### src/scroll_consts.svh
// Constants for the vertical panel scroll block
`ifndef SCROLL_CONSTS_SVH
`define SCROLL_CONSTS_SVH
`define SCR_LINE_W 9
`define SCR_ADDR_W 7
`define SCR_DATA_W 16
`define SCR_OFF_TOP 7'h0e
`define SCR_OFF_HEIGHT 7'h0f
`define SCR_OFF_STEP 7'h10
`define SCR_OFF_STATUS 7'h11
`define SCR_PANEL_LINES 10'h140
`define SCR_REG_RESET 9'h000
`define SCR_STEP_OFF 9'h000
`endif

### src/scroll_pkg.sv
// Types shared by the vertical panel scroll block
package scroll_pkg;
  typedef logic [8:0] line_type;
  typedef struct packed {
    logic pin_sync1;
    logic pin_sync2;
    line_type top;
    line_type height;
    line_type step;
    line_type act_top;
    line_type act_height;
    line_type act_step;
    logic act_on;
    logic [15:0] rd_data;
    line_type fetch_line;
    logic fetch_valid;
  } scroll_state_type;
endpackage
### src/panel_vertical_scroll.sv
// Vertical scroll window control and display line remapping
//
// Design decision made here: the plain strobed port.
`timescale 1ns/100ps
`include "scroll_consts.svh"
//
// Contract
// - Scrolling is set by a window top line, a window line count and a shift amount.
// - In partial display mode no scroll offset is applied at all.
// - The window top field is 9 bits holding the Y address, 000h to 13Fh.
// - The window height field is 9 bits holding line count minus one.
// - The shift field is 9 bits holding the shift directly, zero meaning no scroll.
// - A top plus height code of 320 or more makes the setting invalid, no scroll.
// - A shift larger than the height code makes the setting invalid, no scroll.
// - Writing a zero shift stops scrolling at once, in any order.
// - Shift writes are ignored while partial display mode is on.
// - The reset command clears all three fields; the reset pin leaves them alone.
module panel_vertical_scroll (
  input wire logic ref_clk_in,
  input wire logic reset_in,
  input wire logic ce_in,
  input wire logic pin_reset_n_in,
  input wire logic reset_cmd_in,
  input wire logic [6:0] addr_in,
  input wire logic [15:0] wr_data_in,
  input wire logic wr_in,
  input wire logic rd_in,
  output logic [15:0] rd_data_out,
  input wire logic partial_mode_in,
  input wire logic frame_start_in,
  input wire logic line_req_in,
  input wire logic [8:0] line_in,
  output logic [8:0] fetch_line_out,
  output logic fetch_valid_out,
  output logic scroll_active_out
);
  scroll_pkg::scroll_state_type cur;
  scroll_pkg::scroll_state_type next_cur;
  logic [8:0] mapped_line;
  logic [9:0] bound_sum;
  logic settings_ok;
  logic pin_reset;
  logic [9:0] ref_sum;
  logic [9:0] ref_line;
  // Sync flops rest at the pin's idle level so reset release makes no pin pulse
  localparam scroll_pkg::scroll_state_type reset_state = '{
    pin_sync1: 1'b1,
    pin_sync2: 1'b1,
    default: '0
  };

  scroll_line_map scroll_line_map_inst (
    .line_in(line_in),
    .top_in(cur.act_top),
    .height_in(cur.act_height),
    .step_in(cur.act_step),
    .enable_in(cur.act_on && !partial_mode_in),
    .ram_line_out(mapped_line)
  );

  always_comb begin
    next_cur = cur;
    pin_reset = !cur.pin_sync2;
    bound_sum = {1'b0, cur.top} + {1'b0, cur.height};
    settings_ok = (bound_sum < `SCR_PANEL_LINES)
      && (cur.step <= cur.height)
      && (cur.step != `SCR_STEP_OFF)
      && !partial_mode_in;
    if (ce_in) begin
      next_cur.pin_sync1 = pin_reset_n_in;
      next_cur.pin_sync2 = cur.pin_sync1;
      next_cur.rd_data = '0;
      next_cur.fetch_valid = 1'b0;
      if (rd_in) begin
        case (addr_in)
          `SCR_OFF_TOP: next_cur.rd_data = {7'h00, cur.top};
          `SCR_OFF_HEIGHT: next_cur.rd_data = {7'h00, cur.height};
          `SCR_OFF_STEP: next_cur.rd_data = {7'h00, cur.step};
          `SCR_OFF_STATUS: next_cur.rd_data = {15'h0000, cur.act_on};
          default: next_cur.rd_data = '0;
        endcase
      end
      // Settings move to the active set only at a frame start
      if (frame_start_in) begin
        next_cur.act_top = cur.top;
        next_cur.act_height = cur.height;
        next_cur.act_step = cur.step;
        next_cur.act_on = settings_ok;
      end
      if (wr_in) begin
        case (addr_in)
          `SCR_OFF_TOP: next_cur.top = wr_data_in[8:0];
          `SCR_OFF_HEIGHT: next_cur.height = wr_data_in[8:0];
          `SCR_OFF_STEP: begin
            if (!partial_mode_in) begin
              next_cur.step = wr_data_in[8:0];
              if (wr_data_in[8:0] == `SCR_STEP_OFF) begin
                next_cur.act_on = 1'b0;
              end
            end
          end
          default: next_cur.step = next_cur.step;
        endcase
      end
      if (line_req_in) begin
        next_cur.fetch_line = mapped_line;
        next_cur.fetch_valid = 1'b1;
      end
      // Reset pin restarts the timing side only
      if (pin_reset) begin
        next_cur.act_on = 1'b0;
        next_cur.fetch_valid = 1'b0;
      end
      if (reset_cmd_in) begin
        next_cur.top = `SCR_REG_RESET;
        next_cur.height = `SCR_REG_RESET;
        next_cur.step = `SCR_REG_RESET;
        next_cur.act_on = 1'b0;
      end
    end
  end

  always_ff @(posedge ref_clk_in or posedge reset_in) begin
    if (reset_in) begin
      cur <= reset_state;
    end else begin
      cur <= next_cur;
    end
  end

  assign rd_data_out = cur.rd_data;
  assign fetch_line_out = cur.fetch_line;
  assign fetch_valid_out = cur.fetch_valid;
  assign scroll_active_out = cur.act_on;

  // Reference remap in absolute line terms, kept apart from the line mapper
  always_comb begin
    ref_sum = {1'b0, line_in} + {1'b0, cur.act_step};
    if (ref_sum > {1'b0, cur.act_top} + {1'b0, cur.act_height}) begin
      ref_line = ref_sum - {1'b0, cur.act_height} - 10'h001;
    end else begin
      ref_line = ref_sum;
    end
  end
endmodule

### src/scroll_line_map.sv
// Maps a display line to the RAM line inside a rotating scroll window
`timescale 1ns/100ps
`include "scroll_consts.svh"
module scroll_line_map (
  input wire logic [8:0] line_in,
  input wire logic [8:0] top_in,
  input wire logic [8:0] height_in,
  input wire logic [8:0] step_in,
  input wire logic enable_in,
  output logic [8:0] ram_line_out
);
  logic [9:0] region_end;
  logic [9:0] count;
  logic [9:0] offs;
  logic [9:0] wrapped;
  logic in_region;

  always_comb begin
    region_end = {1'b0, top_in} + {1'b0, height_in};
    count = {1'b0, height_in} + 10'h001;
    in_region = (line_in >= top_in) && ({1'b0, line_in} <= region_end);
    offs = {1'b0, line_in} - {1'b0, top_in} + {1'b0, step_in};
    // Step never exceeds the height code, so one subtraction is a full modulo
    wrapped = (offs >= count) ? offs - count : offs;
    if (enable_in && in_region) begin
      ram_line_out = 9'(({1'b0, top_in} + wrapped));
    end else begin
      ram_line_out = line_in;
    end
  end
endmodule

### config.mk
export PLATFORM = sky130hd
export DESIGN_NAME = panel_vertical_scroll
export DESIGN_NICKNAME = d
export VERILOG_FILES = /design/src/scroll_pkg.sv /design/src/panel_vertical_scroll.sv /design/src/scroll_line_map.sv
export VERILOG_INCLUDE_DIRS = /design/src
export SDC_FILE = /design/constraint.sdc
export NUM_CORES = 1
export LEC_CHECK = 0
export BUFFER_PORTS_ARGS = -buffer_cell sky130_fd_sc_hd__buf_2
export CAP_MARGIN = 20
export CORE_ASPECT_RATIO = 0.5
export CORE_MARGIN = 3
export CORE_UTILIZATION = 40
export DETAILED_ROUTE_END_ITERATION = 10
export SETUP_SLACK_MARGIN = 0.5
export SYNTH_ARGS = -nofsm -noshare
export SYNTH_HDL_FRONTEND = slang
export SYNTH_SLANG_ARGS = --single-unit
### constraint.sdc
create_clock -name ref_clk_in -period 18.85 [get_ports ref_clk_in]
set_clock_uncertainty 0.2 [all_clocks]
set_input_delay 0.9425 -clock ref_clk_in [delete_from_list [all_inputs] [get_ports ref_clk_in]]
set_output_delay 0.9425 -clock ref_clk_in [all_outputs]
set_load 0.1 [all_outputs]
# ---- Word-level counts from Yosys, hierarchy flattened
# Cells that the tools add are included.
dict set report totals {
  register_bits 83
  inputBits 42
  out_inout_bits 27
  wordCells 66
}
dict set report op_classes {
  addsub 7
  order_cmp 5
  eq_ne 5
  muxes 19
  n_reduce_logical 18
}
# op count
set op_table {}
lappend op_table {{two-way mux 9 bit} 7}
lappend op_table {{two-way mux 27 bit} 2}
lappend op_table {{case mux 9 bit (4 select lines)} 1}
lappend op_table {{adder 9 x 9 -> 10 bit} 2}
lappend op_table {{equality test 7 x 4 -> 1 bit (second input constant)} 2}
lappend op_table {{equality test 7 x 5 -> 1 bit (second input constant)} 2}
lappend op_table {{adder 10 x 9 -> 10 bit} 1}
lappend op_table {{adder 9 x 1 -> 10 bit (second input constant)} 1}
lappend op_table {{greater-or-equal comparator 10 bit} 1}
lappend op_table {{less-or-equal comparator 9 x 10 -> 1 bit} 1}
lappend op_table {{less-than comparator 10 x 9 -> 1 bit (second input constant)} 1}
lappend op_table {{subtractor 9 x 9 -> 10 bit} 1}
lappend op_table {{adder 9 bit} 1}
lappend op_table {{greater-or-equal comparator 9 bit} 1}
lappend op_table {{less-or-equal comparator 9 bit} 1}
lappend op_table {{zero test 9 bit} 1}
lappend op_table {{two-way mux 1 bit} 9}
lappend op_table {{nonzero test 9 bit} 1}
lappend op_table {{subtractor 9 bit} 1}
lappend op_table {{nonzero test 2 bit} 4}
lappend op_table {{logical AND 1 bit} 6}
lappend op_table {{AND reduction 3 bit} 2}
lappend op_table {{AND reduction 2 bit} 2}
lappend op_table {{AND reduction 4 bit} 1}
lappend op_table {{other kinds (2)} 2}

# ---- Depth between registers and ports, before layout
dict set report logic_depth {
  depth_word 12
  mapped_depth 29
  depth_no_buf 28
}

# ---- Hierarchy
# Synthesis repeated with hierarchy kept, for this count alone.
dict set report hier_totals {
  cells_unflattened 688
  area_unflattened_um2 6397.4
}
# module instances cells_each area_per_inst_um2 seq_area_each_um2
set modules_own_cells {}
lappend modules_own_cells {panel_vertical_scroll 1 347 3823.7 1904.3}
lappend modules_own_cells {scroll_line_map 1 341 2573.7 0.0}

# ---- Worst setup path after synthesis
# No wires, ideal clock.
dict set report synth_timing {
  path_type {in2reg}
  start {in line_in[1]}
  end {reg cur, in the netlist fetch_line_out[8]}
  setup_time_ns 0.128
  arrival_ns 6.148
  t_required_ns 18.522
  setup_slack_ns 12.374
  stages 27
  path_buffers 1
  cell_sequence {inv_1 > fa_1 > inv_1 > ha_1 > a21o_1 > a21oi_1 > o21bai_1 > a2111oi_2 > nor2_1 > xnor2_1 > ha_1 > and4_1 > a21boi_2 > o31ai_2 > nand2b_1 > a21oi_2 > buf_2 > o21ai_0 > ha_1 > fa_1 > a21o_1 > a221o_1 > nand2_1 > o21ai_0 > a211o_1 > o221ai_1 > a21oi_1}
}
dict set report synth_via {
  elab_chain_len 6
  word_cells_on_any_way 11
  cone_classes {add/sub: 4; order compare: 3; mux: 2; reduce/logical: 2}
}
# item line_no
set synth_rtl {}
lappend synth_rtl {{from (decl)} panel_vertical_scroll.sv:32} ;# input wire logic [8:0] line_in,
lappend synth_rtl {{subtractor 9 x 9 -> 10 bit} scroll_line_map.sv:22} ;# offs = {1'b0, line_in} - {1'b0, top_in} + {1'b0, step_in};
lappend synth_rtl {{adder 10 x 9 -> 10 bit} scroll_line_map.sv:22}
lappend synth_rtl {{subtractor 9 bit or greater-or-equal comparator 10 bit (tied branches)} scroll_line_map.sv:24} ;# wrapped = (offs >= count) ? offs - count : offs;
lappend synth_rtl {{two-way mux 9 bit} scroll_line_map.sv:24}
lappend synth_rtl {{adder 9 bit} scroll_line_map.sv:26} ;# ram_line_out = 9'(({1'b0, top_in} + wrapped));
lappend synth_rtl {{two-way mux 9 bit (*)} scroll_line_map.sv:25} ;# if (enable_in && in_region) begin
lappend synth_rtl {{to (signal assigned)} panel_vertical_scroll.sv:125} ;# cur <= reset_state;
lappend synth_rtl {{to (signal assigned)} panel_vertical_scroll.sv:127} ;# cur <= next_cur;
lappend synth_rtl {{to (decl)} panel_vertical_scroll.sv:37} ;# scroll_pkg::scroll_state_type cur;
# Every way passes the cells marked *; elsewhere a longest branch is shown, timed or not.
# A chain may end at the register's enable or synchronous reset.

# ---- Worst setup path in the final report
# Ends and elaborated chain as after synthesis.

==> parameters.txt <==
Parameter                              Value

Final layout
  Antenna diode count ... 0
  Fin nets ... between 800 and 900
  Area taken by flip-flops and latches ... between 1500 and 2000 µm²
  Multi-input logic area ... between 3000 and 4000 µm²
  Layout area overhead ... 10.5%
  Number of fillers in the final layout ... around 1400
  Core utilization of the finished layout ... between 40% and 50%
  Fraction of final layout cells with drive strength greater than 1 ... ~16%
  Final Instance Count excl. Fillers ... around 920

Timing
  Final count of hold timing violations ... 0
  Slew at the pin closest to its max-slew limit ... between 1 and 1.5 ns
  Fin crit share ... approximately two fifths
  Total of endpoints with negative setup slack in the final report ... 0
  Post-route setup TNS ... 0 ns
  RSZ-0062 raised after global routing ... no
  Max-slew headroom ... approximately 31%
  Hold WS ... approximately 0.27 ns
  Final-report max-slew violation count ... 0
  Achievable frequency ... ~140 MHz
  Final critical-path required period ... 7.31 ns

Drt
  DR vias ... about 4900
  Routed length per instance ... roughly 17 µm
  Mean number of vias per cell ... around 5.4
  Iteration count of the initial detailed-routing pass ... 5
  Post-detailed-route count of antenna-violating nets ... 0
  Initial detailed-routing violation count ... 229
  Total wire length ... around 15000 µm
  Number of remaining DRC errors ... 0

Logic synthesis
  Sequential cell area fraction in the yosys report ... about 31%
  Area contributors post-synth ... sky130_fd_sc_hd__dfrtp_1, sky130_fd_sc_hd__ha_1, sky130_fd_sc_hd__mux2_2
  Number of cells produced by synthesis ... between 600 and 700
  Count of warnings emitted by yosys ... 0
  Top_reg_cell synth ... sky130_fd_sc_hd__dfrtp_1
  Cell accounting for the most synthesized area ... sky130_fd_sc_hd__dfrtp_1
  Average cell area after synthesis ... 9.20 µm²
  Area of the mapped netlist ... 6230 µm²
  Area share of the leading cell type in the synthesized netlist ... 29.7%
  Synthesis-stage register bit count ... 76
  Post-synthesis cell type count ... 66
  Post-synthesis async set-or-reset flop share ... 100%
  Number of synthesized flops with an enable pin ... 0

Die
  DIE HEIGHT ... 94.2 µm
  Rows ... 31
  Initial standard-cell utilization of the core ... 41.9%
  DIE WIDTH ... about 180 µm
  Area of the core region ... between 10000 and 15000 µm²
  Total I/O pin count ... slightly below 70
  DIE AREA ... ~17000 µm²

GRT
  Vias in the first global route ... 4891
  Residual overflow from global routing ... 0
  Total global routing track utilization ... between 10% and 20%
  Largest net degree at the start of global routing ... 77
  First-pass GRT wire length ... between 20000 and 30000 µm
  Number of antenna violations at the first check in global routing ... 0

Power
  Cell internal pwr ... ~0.63 mW
  Reported leakage power ... around 3.2 nW
  Clock share of power ... between 10% and 20%
  Power Density ... roughly 170 nW/µm²
  Gate power share ... roughly 66%
  Net switching power figure ... about 0.53 mW
  Fraction of power spent switching nets ... 45.7%
  Part of the power in registers ... ~18%
  Total power draw ... 1.17 mW
  Worst IR drop on VDD ... between 0.08 and 0.09 mV

Clock tree
  Total CTS buffers ... 9
  Clock latency of the later-clocked register in the worst-skew pair ... around 0.34 ns
  TritonCTS Sinks ... 76
  Clock tree from TritonCTS ... done
  CTS resizes ... 0
  Maximum number of buffers from clock root to sink ... 2
  Hold buffer count at CTS ... 0
  Clock transition at the registers of the reported paths ... around 0.050 ns
  Count of buffers added by post-CTS timing repair for setup ... 0
  Master cell of the clock root buffer ... sky130_fd_sc_hd__clkbuf_16
  Total number of H-tree levels ... 3

Worst setup path
  Category of the most critical setup path ... input port to flop
  Highest cell delay on the worst timing path ... slightly below 0.6 ns
  Largest fanout on the critical path ... 15
  Sort of element at the start of the critical path ... input port
  Data required time of the worst path ... ~19 ns
  Critical path capture point type ... flop
  Most Frequent Cell on Critical Path ... sky130_fd_sc_hd__ha_1
  Critical-path cell with the highest stage delay ... sky130_fd_sc_hd__fa_1
  Arr. time, crit path ... about 7.3 ns

Min path
  Worst Hold Class ... flop to flop

Placement
  Port-buffer cells ... 54
  Gp weighted congestion ... 0.846
  Cell count after placement ... 899
  DPL Wire Length ... ~12000 µm

Job
  Max-cap violations ... 0

Outcome
  Outcome ... completed
## layout by cell type (no fill, tap or decap), types with 8 or more instances in the layout
cell                        synthesis  routed
sky130_fd_sc_hd__a21oi_1           35      35
sky130_fd_sc_hd__a22oi_1            9       9
sky130_fd_sc_hd__buf_2              5      54
sky130_fd_sc_hd__clkbuf_16          0       9
sky130_fd_sc_hd__dfrtp_1           74      74
sky130_fd_sc_hd__fa_1              12      12
sky130_fd_sc_hd__ha_1              73      73
sky130_fd_sc_hd__inv_1             85      84
sky130_fd_sc_hd__mux2_1             8       8
sky130_fd_sc_hd__mux2_2            32      32
sky130_fd_sc_hd__mux2i_1            8       8
sky130_fd_sc_hd__nand2_1           45      45
sky130_fd_sc_hd__nand3_1           13      13
sky130_fd_sc_hd__nor2_1            33      33
sky130_fd_sc_hd__nor2b_1           15      15
sky130_fd_sc_hd__nor3_1             8       8
sky130_fd_sc_hd__o21a_1             9       9
sky130_fd_sc_hd__o21ai_0           53      53
sky130_fd_sc_hd__o22ai_1            9       9
sky130_fd_sc_hd__xnor2_1           23      23
sky130_fd_sc_hd__xor2_1             9       9
## power groups by stage
stage	registers (mW)	logic (mW)	clock network (mW)
floorplan	0.208	0.628	0
global placement	0.216	0.744	0
detailed placement	0.217	0.763	0
CTS	0.214	0.768	0.189
global route	0.218	0.874	0.195
finish	0.214	0.770	0.185
## worst paths after layout
kind,to,slack (ns),depth (start not counted),start
max in group asynchronous,fetch_line_out[3]$_DFFE_PP0P_,17.11,3,reset_in
max,fetch_line_out[8]$_DFFE_PP0P_,11.54,27,line_in[1]
max reg2reg,fetch_line_out[8]$_DFFE_PP0P_,11.80,25,cur[46]$_DFFE_PP0P_
min reg2reg,fetch_line_out[0]$_DFFE_PP0P_,0.27,2,fetch_line_out[0]$_DFFE_PP0P_
min in group asynchronous,rd_data_out[1]$_DFFE_PP0P_,0.69,3,reset_in
min,fetch_line_out[0]$_DFFE_PP0P_,0.27,2,fetch_line_out[0]$_DFFE_PP0P_
## layer usage
layer	global-route usage, %	part of all wire (%)	wire [µm]	vias to the layer above
met1	26.3	50	7650	2364
met2	30.1	44	6740	119
li1	-	-	-	2429
met3	2.90	4.2	649	14
met5	0	0	0	-
met4	4.43	1.5	235	0
## worst max-delay path, delay by kind of cell
kind	cells	cell delay (ns)
buffers and inverters	3	0.26
and+or+nand+nor	4	0.47
adders and majority gates	5	1.84
AOI/OAI and AO/OA	14	3.52
xor gates and xnor gates	1	0.26
## through the flow
step                setup WS (ns)  instance area (µm²)
floorplan                   12.37                 6250
global placement            11.36                 6540
detailed placement          11.25                 6560
CTS                         11.58                 6880
global route                11.14                 6880
finish                      11.54                 6880
## kinds of logic (layout without fill, tap and decap cells)
kind of cell             count (synthesis)  after routing  synth area share, %
AND/OR/NAND/NOR                        143            143                 11.4
XOR/XNOR                                32             32                 4.50
multiplexers                            48             48                 8.52
other                                    1              7               0.0602
flip-flops                              76             76                 30.6
AO/OA/AOI/OAI                          166            166                 17.1
buffers and inverters                  126            160                 9.32
adder cells (fa/ha/maj)                 85             85                 18.5
## cells in the mapped netlist, types with 6 or more instances
cell                       count
sky130_fd_sc_hd__o21a_1        9
sky130_fd_sc_hd__xor2_1        9
sky130_fd_sc_hd__dfrtp_1      74
sky130_fd_sc_hd__o21ai_0      53
sky130_fd_sc_hd__mux2_2       32
sky130_fd_sc_hd__buf_4        27
sky130_fd_sc_hd__xnor2_1      23
sky130_fd_sc_hd__inv_1        85
sky130_fd_sc_hd__nand2_1      45
sky130_fd_sc_hd__a22oi_1       9
sky130_fd_sc_hd__a21oi_1      35
sky130_fd_sc_hd__o22ai_1       9
sky130_fd_sc_hd__nor3_1        8
sky130_fd_sc_hd__ha_1         73
sky130_fd_sc_hd__clkbuf_1      9
sky130_fd_sc_hd__fa_1         12
sky130_fd_sc_hd__mux2i_1       8
sky130_fd_sc_hd__nor2b_1      15
sky130_fd_sc_hd__mux2_1        8
sky130_fd_sc_hd__a21o_1        6
sky130_fd_sc_hd__nor2_1       33
sky130_fd_sc_hd__nand3_1      13
## flip-flops by register name, indices dropped and copies added (netlist names)
name / cells
cur: 56
rd_data_out: 9
scroll_active_out: 1
fetch_line_out: 9
fetch_valid_out: 1
## final cells by class
| type | count | area share, % |
|---|---|---|
| timing repair buffer | 59 | 4.76 |
| multi-input combinational | 481 | 54.7 |
| clock inverter | 5 | 1.24 |
| clock buffer | 11 | 3.38 |
| sequential | 76 | 27.7 |
| inverter | 85 | 4.64 |
| tap | 198 | 3.60 |
Power figures use the tool's default switching activity.
